$ cat src/cell_guard_defines.svh
// Timing figures, derived counts and reset values of the cell guard.
// Assumes a 100 MHz system clock and a 10 us slow tick made from it.
`ifndef CELL_GUARD_DEFINES_SVH
`define CELL_GUARD_DEFINES_SVH

// ==========================================================================
// Clock and slow tick
`define CLK_PERIOD_NS    10
`define TICK_PERIOD_NS   10000
`define TICK_CYCLES      ((`TICK_PERIOD_NS + `CLK_PERIOD_NS - 1) / `CLK_PERIOD_NS)

// ==========================================================================
// Delay times in microseconds, typical figures
`define T_CU_US          1000000
`define T_DL_US          115000
`define T_DOC_US         10000
`define T_SHORT_US       360
`define T_COC_US         10000
`define T_DLR_US         2000

// Least times round up to whole ticks.
`define TICKS_OF(us)     ((((us) * 1000) + `TICK_PERIOD_NS - 1) / `TICK_PERIOD_NS)
`define CNT_CU           `TICKS_OF(`T_CU_US)
`define CNT_DL           `TICKS_OF(`T_DL_US)
`define CNT_DOC          `TICKS_OF(`T_DOC_US)
`define CNT_SHORT        `TICKS_OF(`T_SHORT_US)
`define CNT_COC          `TICKS_OF(`T_COC_US)
`define CNT_DLR          `TICKS_OF(`T_DLR_US)

// ==========================================================================
// Reset values
`define SW_RESET         5'h18
`define TICK_CNT_RESET   10'h000
`define TMR_CNT_RESET    17'h00000

`endif

$ cat src/cell_guard_pkg.sv
// Types shared by the cell guard, its tick divider and its delay timers.
// Assumes nothing beyond a SystemVerilog compiler.
package cell_guard_pkg;

    typedef logic [16:0] tick_cnt_t;

    typedef enum logic [6:0] {
        ST_NORMAL        = 7'h01,
        ST_OVERCHARGE    = 7'h02,
        ST_OVERDISCHARGE = 7'h04,
        ST_DRAIN_OC      = 7'h08,
        ST_LOAD_SHORT    = 7'h10,
        ST_FILL_OC       = 7'h20,
        ST_SLEEP         = 7'h40
    } guard_state_t;

    // Comparator results, each high while its condition holds.
    typedef struct packed {
        logic cell_above_cu;
        logic cell_below_cl;
        logic cell_below_dl;
        logic cell_above_du;
        logic cell_zero;
        logic sense_ge_doc;
        logic sense_ge_short;
        logic sense_le_coc;
        logic sense_charger;
        logic sense_near_ground;
        logic charger_ov;
        logic charger_ov_clear;
    } compare_t;

    typedef struct packed {
        logic charge_en;
        logic discharge_en;
        logic sense_pullup_en;
        logic sense_pulldown_en;
        logic sleep;
    } switch_t;

    typedef struct packed {
        logic [9:0] cnt;
        logic       tick;
    } tick_state_t;

    typedef struct packed {
        tick_cnt_t cnt;
        logic      done;
    } timer_state_t;

    typedef struct packed {
        compare_t     s1;
        compare_t     s2;
        compare_t     s3;
        compare_t     filt;
        guard_state_t state;
        logic         ov;
        switch_t      sw;
    } guard_regs_t;

endpackage

$ cat src/slow_tick.sv
// Divider that makes the slow timer tick as a one-cycle enable.
// Assumes one clock domain and a synchronous reset.
`timescale 1ns/10ps
`default_nettype none
`include "cell_guard_defines.svh"

module slow_tick (
    // Clock and reset
    input  wire logic clock,
    input  wire logic sys_rst,
    // Tick
    output logic      tick
);
    import cell_guard_pkg::*;

    tick_state_t r_r;
    tick_state_t r_nxt;

    always_comb begin
        r_nxt      = r_r;
        r_nxt.tick = 1'b0;
        if (r_r.cnt == 10'(`TICK_CYCLES - 1)) begin
            r_nxt.cnt  = `TICK_CNT_RESET;
            r_nxt.tick = 1'b1;
        end else begin
            r_nxt.cnt = r_r.cnt + 10'h001;
        end
    end

    always_ff @(posedge clock) begin
        if (sys_rst) begin
            r_r <= {`TICK_CNT_RESET, 1'b0};
        end else begin
            r_r <= r_nxt;
        end
    end

    assign tick = r_r.tick;
endmodule // slow_tick
`default_nettype wire

$ cat src/qual_timer.sv
// Qualification delay timer counting slow ticks while its condition holds.
// Assumes the condition and tick come from the same clock domain.
`timescale 1ns/10ps
`default_nettype none
`include "cell_guard_defines.svh"

module qual_timer (
    // Clock and reset
    input  wire logic                     clock,
    input  wire logic                     sys_rst,
    // Timing
    input  wire logic                     tick,
    input  wire cell_guard_pkg::tick_cnt_t limit,
    // Condition and result
    input  wire logic                     cond,
    output logic                          done
);
    import cell_guard_pkg::*;

    timer_state_t r_r;
    timer_state_t r_nxt;

    always_comb begin
        r_nxt = r_r;
        if (!cond) begin
            r_nxt.cnt  = `TMR_CNT_RESET;
            r_nxt.done = 1'b0;
        end else if (tick && !r_r.done) begin
            r_nxt.cnt  = r_r.cnt + 17'h00001;
            r_nxt.done = (r_nxt.cnt >= limit);
        end
    end

    always_ff @(posedge clock) begin
        if (sys_rst) begin
            r_r <= {`TMR_CNT_RESET, 1'b0};
        end else begin
            r_r <= r_nxt;
        end
    end

    assign done = r_r.done;
endmodule // qual_timer
`default_nettype wire

$ cat src/cell_guard.sv
// Protection state machine of a one-cell battery guard.
// Assumes analog comparators outside the clock domain and a 100 MHz clock.
`timescale 1ns/10ps
`default_nettype none
`include "cell_guard_defines.svh"

module cell_guard #(
    parameter logic                      AUTO_WAKEUP   = 1'b1,
    parameter logic                      ZERO_V_PERMIT = 1'b1,
    parameter cell_guard_pkg::tick_cnt_t CU_TICKS      = 17'(`CNT_CU),
    parameter cell_guard_pkg::tick_cnt_t DL_TICKS      = 17'(`CNT_DL)
) (
    // Clock and reset
    input  wire logic                     clock,
    input  wire logic                     sys_rst,
    // Comparator results from the analog front end
    input  wire cell_guard_pkg::compare_t compare_in,
    // Switch and sense pin controls
    output logic                          charge_en,
    output logic                          discharge_en,
    output logic                          sense_pullup_en,
    output logic                          sense_pulldown_en,
    output logic                          sleep
);
    import cell_guard_pkg::*;

    // ======================================================================
    // State and timer results
    guard_regs_t  r_r;
    guard_regs_t  r_nxt;
    compare_t     f;
    logic         tick;
    logic         cu_done;
    logic         dl_done;
    logic         doc_done;
    logic         short_done;
    logic         coc_done;
    logic         dlr_done;
    logic         in_normal;
    logic         charge_block;
    compare_t     agree;

    assign f         = r_r.filt;
    assign in_normal = (r_r.state == ST_NORMAL);

    // ======================================================================
    // Slow tick and delay timers
    slow_tick u_tick (
        .clock   (clock),
        .sys_rst (sys_rst),
        .tick    (tick)
    );

    // Detection timers only run in normal state, so each restarts fresh.
    qual_timer u_cu (
        .clock   (clock),
        .sys_rst (sys_rst),
        .tick    (tick),
        .limit   (CU_TICKS),
        .cond    (in_normal && f.cell_above_cu),
        .done    (cu_done)
    );

    qual_timer u_dl (
        .clock   (clock),
        .sys_rst (sys_rst),
        .tick    (tick),
        .limit   (DL_TICKS),
        .cond    (in_normal && f.cell_below_dl),
        .done    (dl_done)
    );

    qual_timer u_doc (
        .clock   (clock),
        .sys_rst (sys_rst),
        .tick    (tick),
        .limit   (17'(`CNT_DOC)),
        .cond    (in_normal && f.sense_ge_doc && !f.sense_ge_short),
        .done    (doc_done)
    );

    qual_timer u_short (
        .clock   (clock),
        .sys_rst (sys_rst),
        .tick    (tick),
        .limit   (17'(`CNT_SHORT)),
        .cond    (in_normal && f.sense_ge_short),
        .done    (short_done)
    );

    qual_timer u_coc (
        .clock   (clock),
        .sys_rst (sys_rst),
        .tick    (tick),
        .limit   (17'(`CNT_COC)),
        .cond    (in_normal && f.sense_le_coc),
        .done    (coc_done)
    );

    // The release timer only runs without a charger, at or above release level.
    qual_timer u_dlr (
        .clock   (clock),
        .sys_rst (sys_rst),
        .tick    (tick),
        .limit   (17'(`CNT_DLR)),
        .cond    ((r_r.state == ST_OVERDISCHARGE) && !f.sense_charger
                  && f.cell_above_du),
        .done    (dlr_done)
    );

    // ======================================================================
    // Next state
    always_comb begin
        r_nxt = r_r;

        // Three-stage synchroniser; a change counts when stages two and three agree.
        r_nxt.s1   = compare_in;
        r_nxt.s2   = r_r.s1;
        r_nxt.s3   = r_r.s2;
        agree      = compare_t'(~(r_r.s2 ^ r_r.s3));
        r_nxt.filt = compare_t'((r_r.s3 & agree) | (r_r.filt & ~agree));

        // Charger overvoltage is a plain hysteresis latch with no timer.
        if (f.charger_ov) begin
            r_nxt.ov = 1'b1;
        end else if (f.charger_ov_clear) begin
            r_nxt.ov = 1'b0;
        end

        case (r_r.state)
            ST_NORMAL: begin
                // Short wins, then drain overcurrent, overdischarge, overcharge and fill overcurrent, when several expire together.
                if (short_done) begin
                    r_nxt.state = ST_LOAD_SHORT;
                end else if (doc_done) begin
                    r_nxt.state = ST_DRAIN_OC;
                end else if (dl_done) begin
                    if (AUTO_WAKEUP) begin
                        r_nxt.state = ST_OVERDISCHARGE;
                    end else begin
                        r_nxt.state = ST_SLEEP;
                    end
                end else if (cu_done) begin
                    r_nxt.state = ST_OVERCHARGE;
                end else if (coc_done) begin
                    r_nxt.state = ST_FILL_OC;
                end
            end
            ST_OVERCHARGE: begin
                if (!f.sense_ge_doc && f.cell_below_cl) begin
                    r_nxt.state = ST_NORMAL;
                end else if (f.sense_ge_doc && !f.cell_above_cu) begin
                    r_nxt.state = ST_NORMAL;
                end
            end
            ST_OVERDISCHARGE: begin
                if (f.sense_charger) begin
                    if (!f.cell_below_dl) begin
                        r_nxt.state = ST_NORMAL;
                    end
                end else if (AUTO_WAKEUP && dlr_done) begin
                    r_nxt.state = ST_NORMAL;
                end
            end
            ST_DRAIN_OC, ST_LOAD_SHORT: begin
                if (f.sense_near_ground) begin
                    r_nxt.state = ST_NORMAL;
                end
            end
            ST_FILL_OC: begin
                // Charger removal lets the sense pin rise out of the fill band.
                if (!f.sense_le_coc) begin
                    r_nxt.state = ST_NORMAL;
                end
            end
            ST_SLEEP: begin
                // Waking goes through overdischarge so the cell is checked first.
                if (f.sense_charger) begin
                    r_nxt.state = ST_OVERDISCHARGE;
                end
            end
            default: begin
                r_nxt.state = ST_NORMAL;
            end
        endcase

        // Outputs follow the next state so they line up with the state register.
        charge_block = r_nxt.ov || (!ZERO_V_PERMIT && f.cell_zero);
        r_nxt.sw.charge_en = !charge_block
                             && (r_nxt.state != ST_OVERCHARGE)
                             && (r_nxt.state != ST_FILL_OC);
        r_nxt.sw.discharge_en = (r_nxt.state == ST_NORMAL)
                                || (r_nxt.state == ST_OVERCHARGE)
                                || (r_nxt.state == ST_FILL_OC);
        r_nxt.sw.sense_pullup_en = (r_nxt.state == ST_OVERDISCHARGE)
                                   || (r_nxt.state == ST_SLEEP);
        r_nxt.sw.sense_pulldown_en = (r_nxt.state == ST_DRAIN_OC)
                                     || (r_nxt.state == ST_LOAD_SHORT);
        r_nxt.sw.sleep = (r_nxt.state == ST_SLEEP);
    end

    // ======================================================================
    // State register
    always_ff @(posedge clock) begin
        if (sys_rst) begin
            r_r.s1    <= '0;
            r_r.s2    <= '0;
            r_r.s3    <= '0;
            r_r.filt  <= '0;
            r_r.state <= ST_NORMAL;
            r_r.ov    <= 1'b0;
            r_r.sw    <= `SW_RESET;
        end else begin
            r_r <= r_nxt;
        end
    end

    assign charge_en         = r_r.sw.charge_en;
    assign discharge_en      = r_r.sw.discharge_en;
    assign sense_pullup_en   = r_r.sw.sense_pullup_en;
    assign sense_pulldown_en = r_r.sw.sense_pulldown_en;
    assign sleep             = r_r.sw.sleep;
endmodule // cell_guard
`default_nettype wire

$ cat config.mk
export PLATFORM = sky130hd
export DESIGN_NAME = cell_guard
export DESIGN_NICKNAME = d
export VERILOG_FILES = /design/src/cell_guard_pkg.sv /design/src/slow_tick.sv /design/src/qual_timer.sv /design/src/cell_guard.sv
export VERILOG_INCLUDE_DIRS = /design/src /design/src/src
export SDC_FILE = /design/constraint.sdc
export NUM_CORES = 1
export LEC_CHECK = 0
export BUFFER_PORTS_ARGS = -buffer_cell sky130_fd_sc_hd__buf_2
export CAP_MARGIN = 20
export CORE_ASPECT_RATIO = 1.4
export CORE_MARGIN = 2
export CORE_UTILIZATION = 55
export DETAILED_ROUTE_END_ITERATION = 7
export GPL_ROUTABILITY_DRIVEN = 0
export HOLD_SLACK_MARGIN = 0.03
export PLACE_DENSITY = 0.8
export SYNTH_ARGS = -nofsm -noshare
export SYNTH_HDL_FRONTEND = slang
export SYNTH_SLANG_ARGS = --single-unit
$ cat constraint.sdc
create_clock -name clock -period 3.9 [get_ports clock]
set_input_delay 0.195 -clock clock [delete_from_list [all_inputs] [get_ports clock]]
set_output_delay 0.195 -clock clock [all_outputs]
set_load 0.02 [all_outputs]
## Word level (Yosys, flattened, before mapping)

Index checks and enable logic that the tools add are counted.

- Memories: 0
- Latch bits: 0
- Logic and storage cells: 169
- Bits in writable memories: 0
- Bits in registers: 180
- Input bits: 14
- Output and inout port bits: 5
- Memory bits (read-only): 0

- Divide/modulo/power cells: 0
- Shifts and indexed selects: 0
- Reductions and logical operators: 41
- Bitwise operators: 12
- Equality and inequality tests: 17
- $mul: 0
- $lt $le $gt $ge: 6
- Muxes and demuxes: 17
- Add/subtract/negate cells: 7

Operators with widths:

| kind | number |
|---|---|
| $add 17x1->17 const B | 6 |
| $mux 7 | 13 |
| $pmux 7 s6 | 1 |
| $ge 17x10->1 const B | 2 |
| $and 12x12->12 | 2 |
| $not 12->12 | 2 |
| $logic_and 1x1->1 | 18 |
| $ge 17x14->1 const B | 1 |
| $ge 17x17->1 const B | 1 |
| $ge 17x6->1 const B | 1 |
| $ge 17x8->1 const B | 1 |
| $reduce_or 2->1 | 8 |
| $eq 7x1->1 const B | 2 |
| $eq 7x2->1 const B | 2 |
| $eq 7x3->1 const B | 2 |
| $eq 7x4->1 const B | 2 |
| $eq 7x5->1 const B | 2 |
| $eq 7x6->1 const B | 2 |
| $eq 7x7->1 const B | 2 |
| $or 12x12->12 | 1 |
| $xor 12x12->12 | 1 |
| $logic_not 1->1 | 11 |
| $add 10x1->10 const B | 1 |
| $eq 10x10->1 const B | 1 |
| 5 further kinds | 15 |

## Depth between registers and ports, before layout

- Depth in word-level cells: 9
- Mapped depth: 8
- Gate-level depth less buffers: 8

## Modules after synthesis

A second synthesis with hierarchy kept.

- Cells, all modules: 1402
- Area, all modules: 11598.6 um2

By module, submodules not included:

| module | instances | area each (um2) | seq. area each (um2) | cells an instance |
|---|---|---|---|---|
| qual_timer | 6 | 1497.7 | 360.3 | 188 |
| cell_guard | 1 | 2127.0 | 1141.1 | 220 |
| slow_tick | 1 | 485.5 | 220.2 | 54 |

## Worst setup path before layout

Ideal clock, no wire load.

- Kind: reg-to-reg
- From: register u_dl.r_r[1] (netlist bit)
- To: register u_dl.r_r (netlist bit u_dl.done)
- Setup time: 134 ps
- Period minus slack after synthesis: 2146 ps
- Slack: 1754 ps
- Required time: 3766 ps
- Cell stages (with the launch flop): 9
- Arrival: 2012 ps
- Buffers on the path: 0
- Cells stage by stage: dfxtp_1 -> ha_1 -> and3_1 -> nand2_1 -> nor2_1 -> nand2_1 -> xnor2_1 -> a2111oi_0 -> o32ai_2

- Longest elaborated chain between the ends: 2

Ends and longest elaborated chain:

| what | RTL line | text |
|---|---|---|
| start, declared | qual_timer.sv:20 | `timer_state_t r_r;` |
| start signal, assigned | qual_timer.sv:36 | `` r_r <= {`TMR_CNT_RESET, 1'b0}; `` |
| start signal, assigned | qual_timer.sv:38 | `r_r <= r_nxt;` |
| $add 17x1->17 | qual_timer.sv:29 | `r_nxt.cnt = r_r.cnt + 17'h00001;` |
| $ge 17x14->1 | qual_timer.sv:30 | `r_nxt.done = (r_nxt.cnt >= limit);` |

Every way passes these cells.
A chain may end at the register's enable or synchronous reset.

## Final worst setup path

- From: register r_r[9] (netlist bit)
- To: register u_doc.r_r (netlist bit u_doc.done)

- Longest elaborated chain between the ends: 5

Ends and longest elaborated chain:

| what | RTL line | text |
|---|---|---|
| start, declared | cell_guard.sv:29 | `guard_regs_t r_r;` |
| start signal, assigned | cell_guard.sv:214 | `r_r <= r_nxt;` |
| $eq 7x1->1 | cell_guard.sv:44 | `assign in_normal = (r_r.state == ST_NORMAL);` |
| $logic_and 1x1->1 (2 in a row) | cell_guard.sv:78 | `.cond (in_normal && f.sense_ge_doc && !f.sense_ge_short),` |
| $not 1->1 (no line) | - |  |
| $reduce_or 2->1 (no line) | - |  |
| end signal, assigned | qual_timer.sv:36 |  |
| end signal, assigned | qual_timer.sv:38 |  |
| end, declared | qual_timer.sv:20 |  |

Every way passes these cells.

==> flow_summary.json <==
{
  "yosysTopAreaCellShare": 0.4148,
  "grt_max_degree": 57,
  "fin_skew_ps": 7.311,
  "io_pins": 19,
  "fin_crit_sh": 0.6623,
  "drive_gt1_frac": 0.05866,
  "antenna_found_initial": 0,
  "final_hold_viol_count": 0,
  "reg2reg_depth": 6,
  "worst-setup-path-type": "flop to flop",
  "coreArea_um2": 15050,
  "status": "complete, no violations",
  "avgSynthCellArea_um2": 8.168,
  "hold_path_class": "primary input to flop",
  "synth_common_cells": "dfxtp_1 (176), nor2_1 (155), nand2_1 (104)",
  "drt-vias-per-instance": 5.649,
  "maxSlewViolCount": 0,
  "grt_use_total": 0.2110,
  "placement.io_buffers": 17,
  "fmax_mhz": 387.2,
  "ys_seq_area_frac": 0.4148,
  "areaGrowthSynthToFinish_pct": 11.09,
  "post_cts.repair.setup_buffers": 0,
  "cts_buffer_depth": 2,
  "yosys_warnings": 0,
  "layout.cells.non_filler": 1249,
  "maxSlewHeadroom": 0.3924,
  "slowest_delay_ps": 560,
  "cts_root_buf": "clkbuf_16",
  "cts_tree": "yes",
  "placementRows": 53,
  "async_reset_ff_frac": 0,
  "netlist_area_um2": 8494,
  "wire_per_inst_um": 13.18,
  "ys.flop_type": "dfxtp_1",
  "worstSkewPairLatency_ps": 430,
  "antennaDiodeCount": 0,
  "tightest_slew_ps": 903.7,
  "drtPass1Iterations": 5,
  "synth_cells": 1040,
  "cts_resized": 0,
  "die_w_um": 109.0,
  "grt_pass1_vias": 6587,
  "clk_pin_slew_ps": 70,
  "dp_cells": 1206,
  "syn_nets": 1063,
  "synth_edf_count": 0,
  "setup_viol": 0,
  "grt_overflow": 0,
  "ys_ff_latch": 176,
  "synth_top_area_cell": "dfxtp_1",
  "cp.arrival_ps": 2910,
  "drc": 0,
  "crit_slowest_cell": "or4_4",
  "end_kind": "flop",
  "holdPathStages": 4,
  "numCtsBuffers": 17,
  "seq_area_um2": 3523,
  "synth.most_common_cell": "dfxtp_1",
  "die_y_um": 151.0,
  "power_density_nw_per_um2": 399.1,
  "power.leakage_nw": 3.088,
  "cts-htree-levels": 4,
  "hold_buffers": 11,
  "die_area_um2": 16470,
  "wl_um": 16470,
  "drtIter0Drc": 275,
  "multi_input_area_um2": 4715,
  "path_cells": "or4_4, nor2_4, nand2_1, nor2_1, nand3b_1, a311oi_1",
  "grt_pass1_wl_um": 28260,
  "cap_violations": 0,
  "vias": 7055,
  "yosys-top-cells-area": "dfxtp_1 (41%), xor2_1 (7.8%), nor2_1 (6.8%)",
  "final_nets": 1067,
  "fin_crit_ps": 2583,
  "clock_sinks": 176,
  "rsz0062_at_grt": "false",
  "cp.required_ps": 4220,
  "power_w": 0.003766,
  "fillCellCount": 1244,
  "ant_nets": 0,
  "whs_ps": 266.7,
  "crit_fanout": 18,
  "synth_cell_types": 60,
  "place_hpwl_um": 10870,
  "start_kind": "flop",
  "vdd_drop_max_v": 0.0003292,
  "initial_core_util": 0.5643,
  "tns_ps": 0
}
==> final timing paths <==
check                       startpoint                 endpoint  slack (ps)
setup / recovery     r_r[9]$_SDFF_PP0_  u_doc.done$_SDFFE_PP0P_        1320
hold reg to reg   r_nxt[48]$_SDFF_PP0_     r_nxt[36]$_SDFF_PP0_         440
hold / removal                 sys_rst        r_r[6]$_SDFF_PP1_         270
setup reg to reg     r_r[9]$_SDFF_PP0_  u_doc.done$_SDFFE_PP0P_        1320
==> flip-flops by register name (all words and copies together) (netlist names), named ones only <==
| name | count |
|---|---|
| u_doc.r_r | 17 |
| u_tick.tick | 1 |
| u_dlr.r_r | 17 |
| u_coc.r_r | 17 |
| u_coc.done | 1 |
| u_doc.done | 1 |
| u_tick.r_r | 10 |
| charge_en | 1 |
| sleep | 1 |
| r_r | 19 |
| r_nxt | 22 |
| u_cu.done | 1 |
| u_dl.done | 1 |
| u_dl.r_r | 17 |
| sense_pullup_en | 1 |
| u_short.done | 1 |
| u_short.r_r | 17 |
| u_cu.r_r | 17 |
| u_dlr.done | 1 |
| sense_pulldown_en | 1 |
| discharge_en | 1 |
==> where the power goes <==
| part | total, W | internal (W) | switching [W] |
|---|---|---|---|
| combinational | 0.0000553 | 0.0000275 | 0.0000278 |
| sequential | 0.00182 | 0.00181 | 0.00000812 |
| clock | 0.00189 | 0.00116 | 0.000725 |
| total | 0.00377 | 0.00301 | 0.000760 |
==> through the flow <==
stage	util	area (um2)	setup WS, ps
after floorplan	-	8494	1754
after global placement	0.5753	8661	1425
after CTS	0.6269	9437	1280
after detailed placement	0.5753	8661	1330
final	0.6269	9437	1317
after global routing	0.6269	9437	1071
==> cells by family (layout without fill, tap and decap cells) <==
kind of cell | after synthesis | count (layout) | synth area share
flip-flops | 176 | 176 | 0.4148
buffers and inverters | 66 | 83 | 0.03019
AO/OA/AOI/OAI | 147 | 147 | 0.1097
multiplexers | 4 | 4 | 0.004714
XOR/XNOR | 124 | 124 | 0.1279
adder cells (fa/ha/maj) | 9 | 9 | 0.01326
AND/OR/NAND/NOR | 514 | 514 | 0.2995
==> layout make-up <==
cell class | instances | share of cell area
Multi-Input combinational cell | 798 | 0.4996
Sequential cell | 176 | 0.3734
Clock buffer | 18 | 0.04654
Tap cell | 192 | 0.02546
Clock inverter | 14 | 0.02400
Timing Repair Buffer | 31 | 0.02307
Inverter | 20 | 0.007955
==> worst max-delay path: cells and delay by family (launching register included) <==
family / cells / cell delay [ps]
AOI/OAI and AO/OA: 1 / 470
and+or+nand+nor: 5 / 1620
DFF: 1 / 380
==> cell usage in the layout, fill, tap and decap left out, types with 11 or more instances in the layout <==
cell type | Yosys | routed
nand3_1 | 56 | 56
buf_2 | 1 | 17
nor2_1 | 155 | 155
a21oi_1 | 40 | 40
and3_1 | 26 | 26
nand4_1 | 32 | 32
inv_1 | 20 | 20
nand2_1 | 104 | 104
clkbuf_16 | 0 | 17
xor2_1 | 76 | 76
dfxtp_1 | 176 | 176
xnor2_1 | 48 | 48
nor3_1 | 27 | 27
a31oi_1 | 16 | 16
o21ai_0 | 41 | 41
nor4_1 | 14 | 14
nor2b_1 | 47 | 47
dlygate4sd3_1 | 0 | 11
==> routing by layer <==
layer,part of all wire,global-route usage,vias up
met4,0.022,0.1006,0
met3,0.031,0.04217,29
met1,0.44,0.2436,3290
li1,-,-,3605
met5,0,0,-
met2,0.50,0.3693,131
No activity file was read; power rests on OpenSTA's default activity.
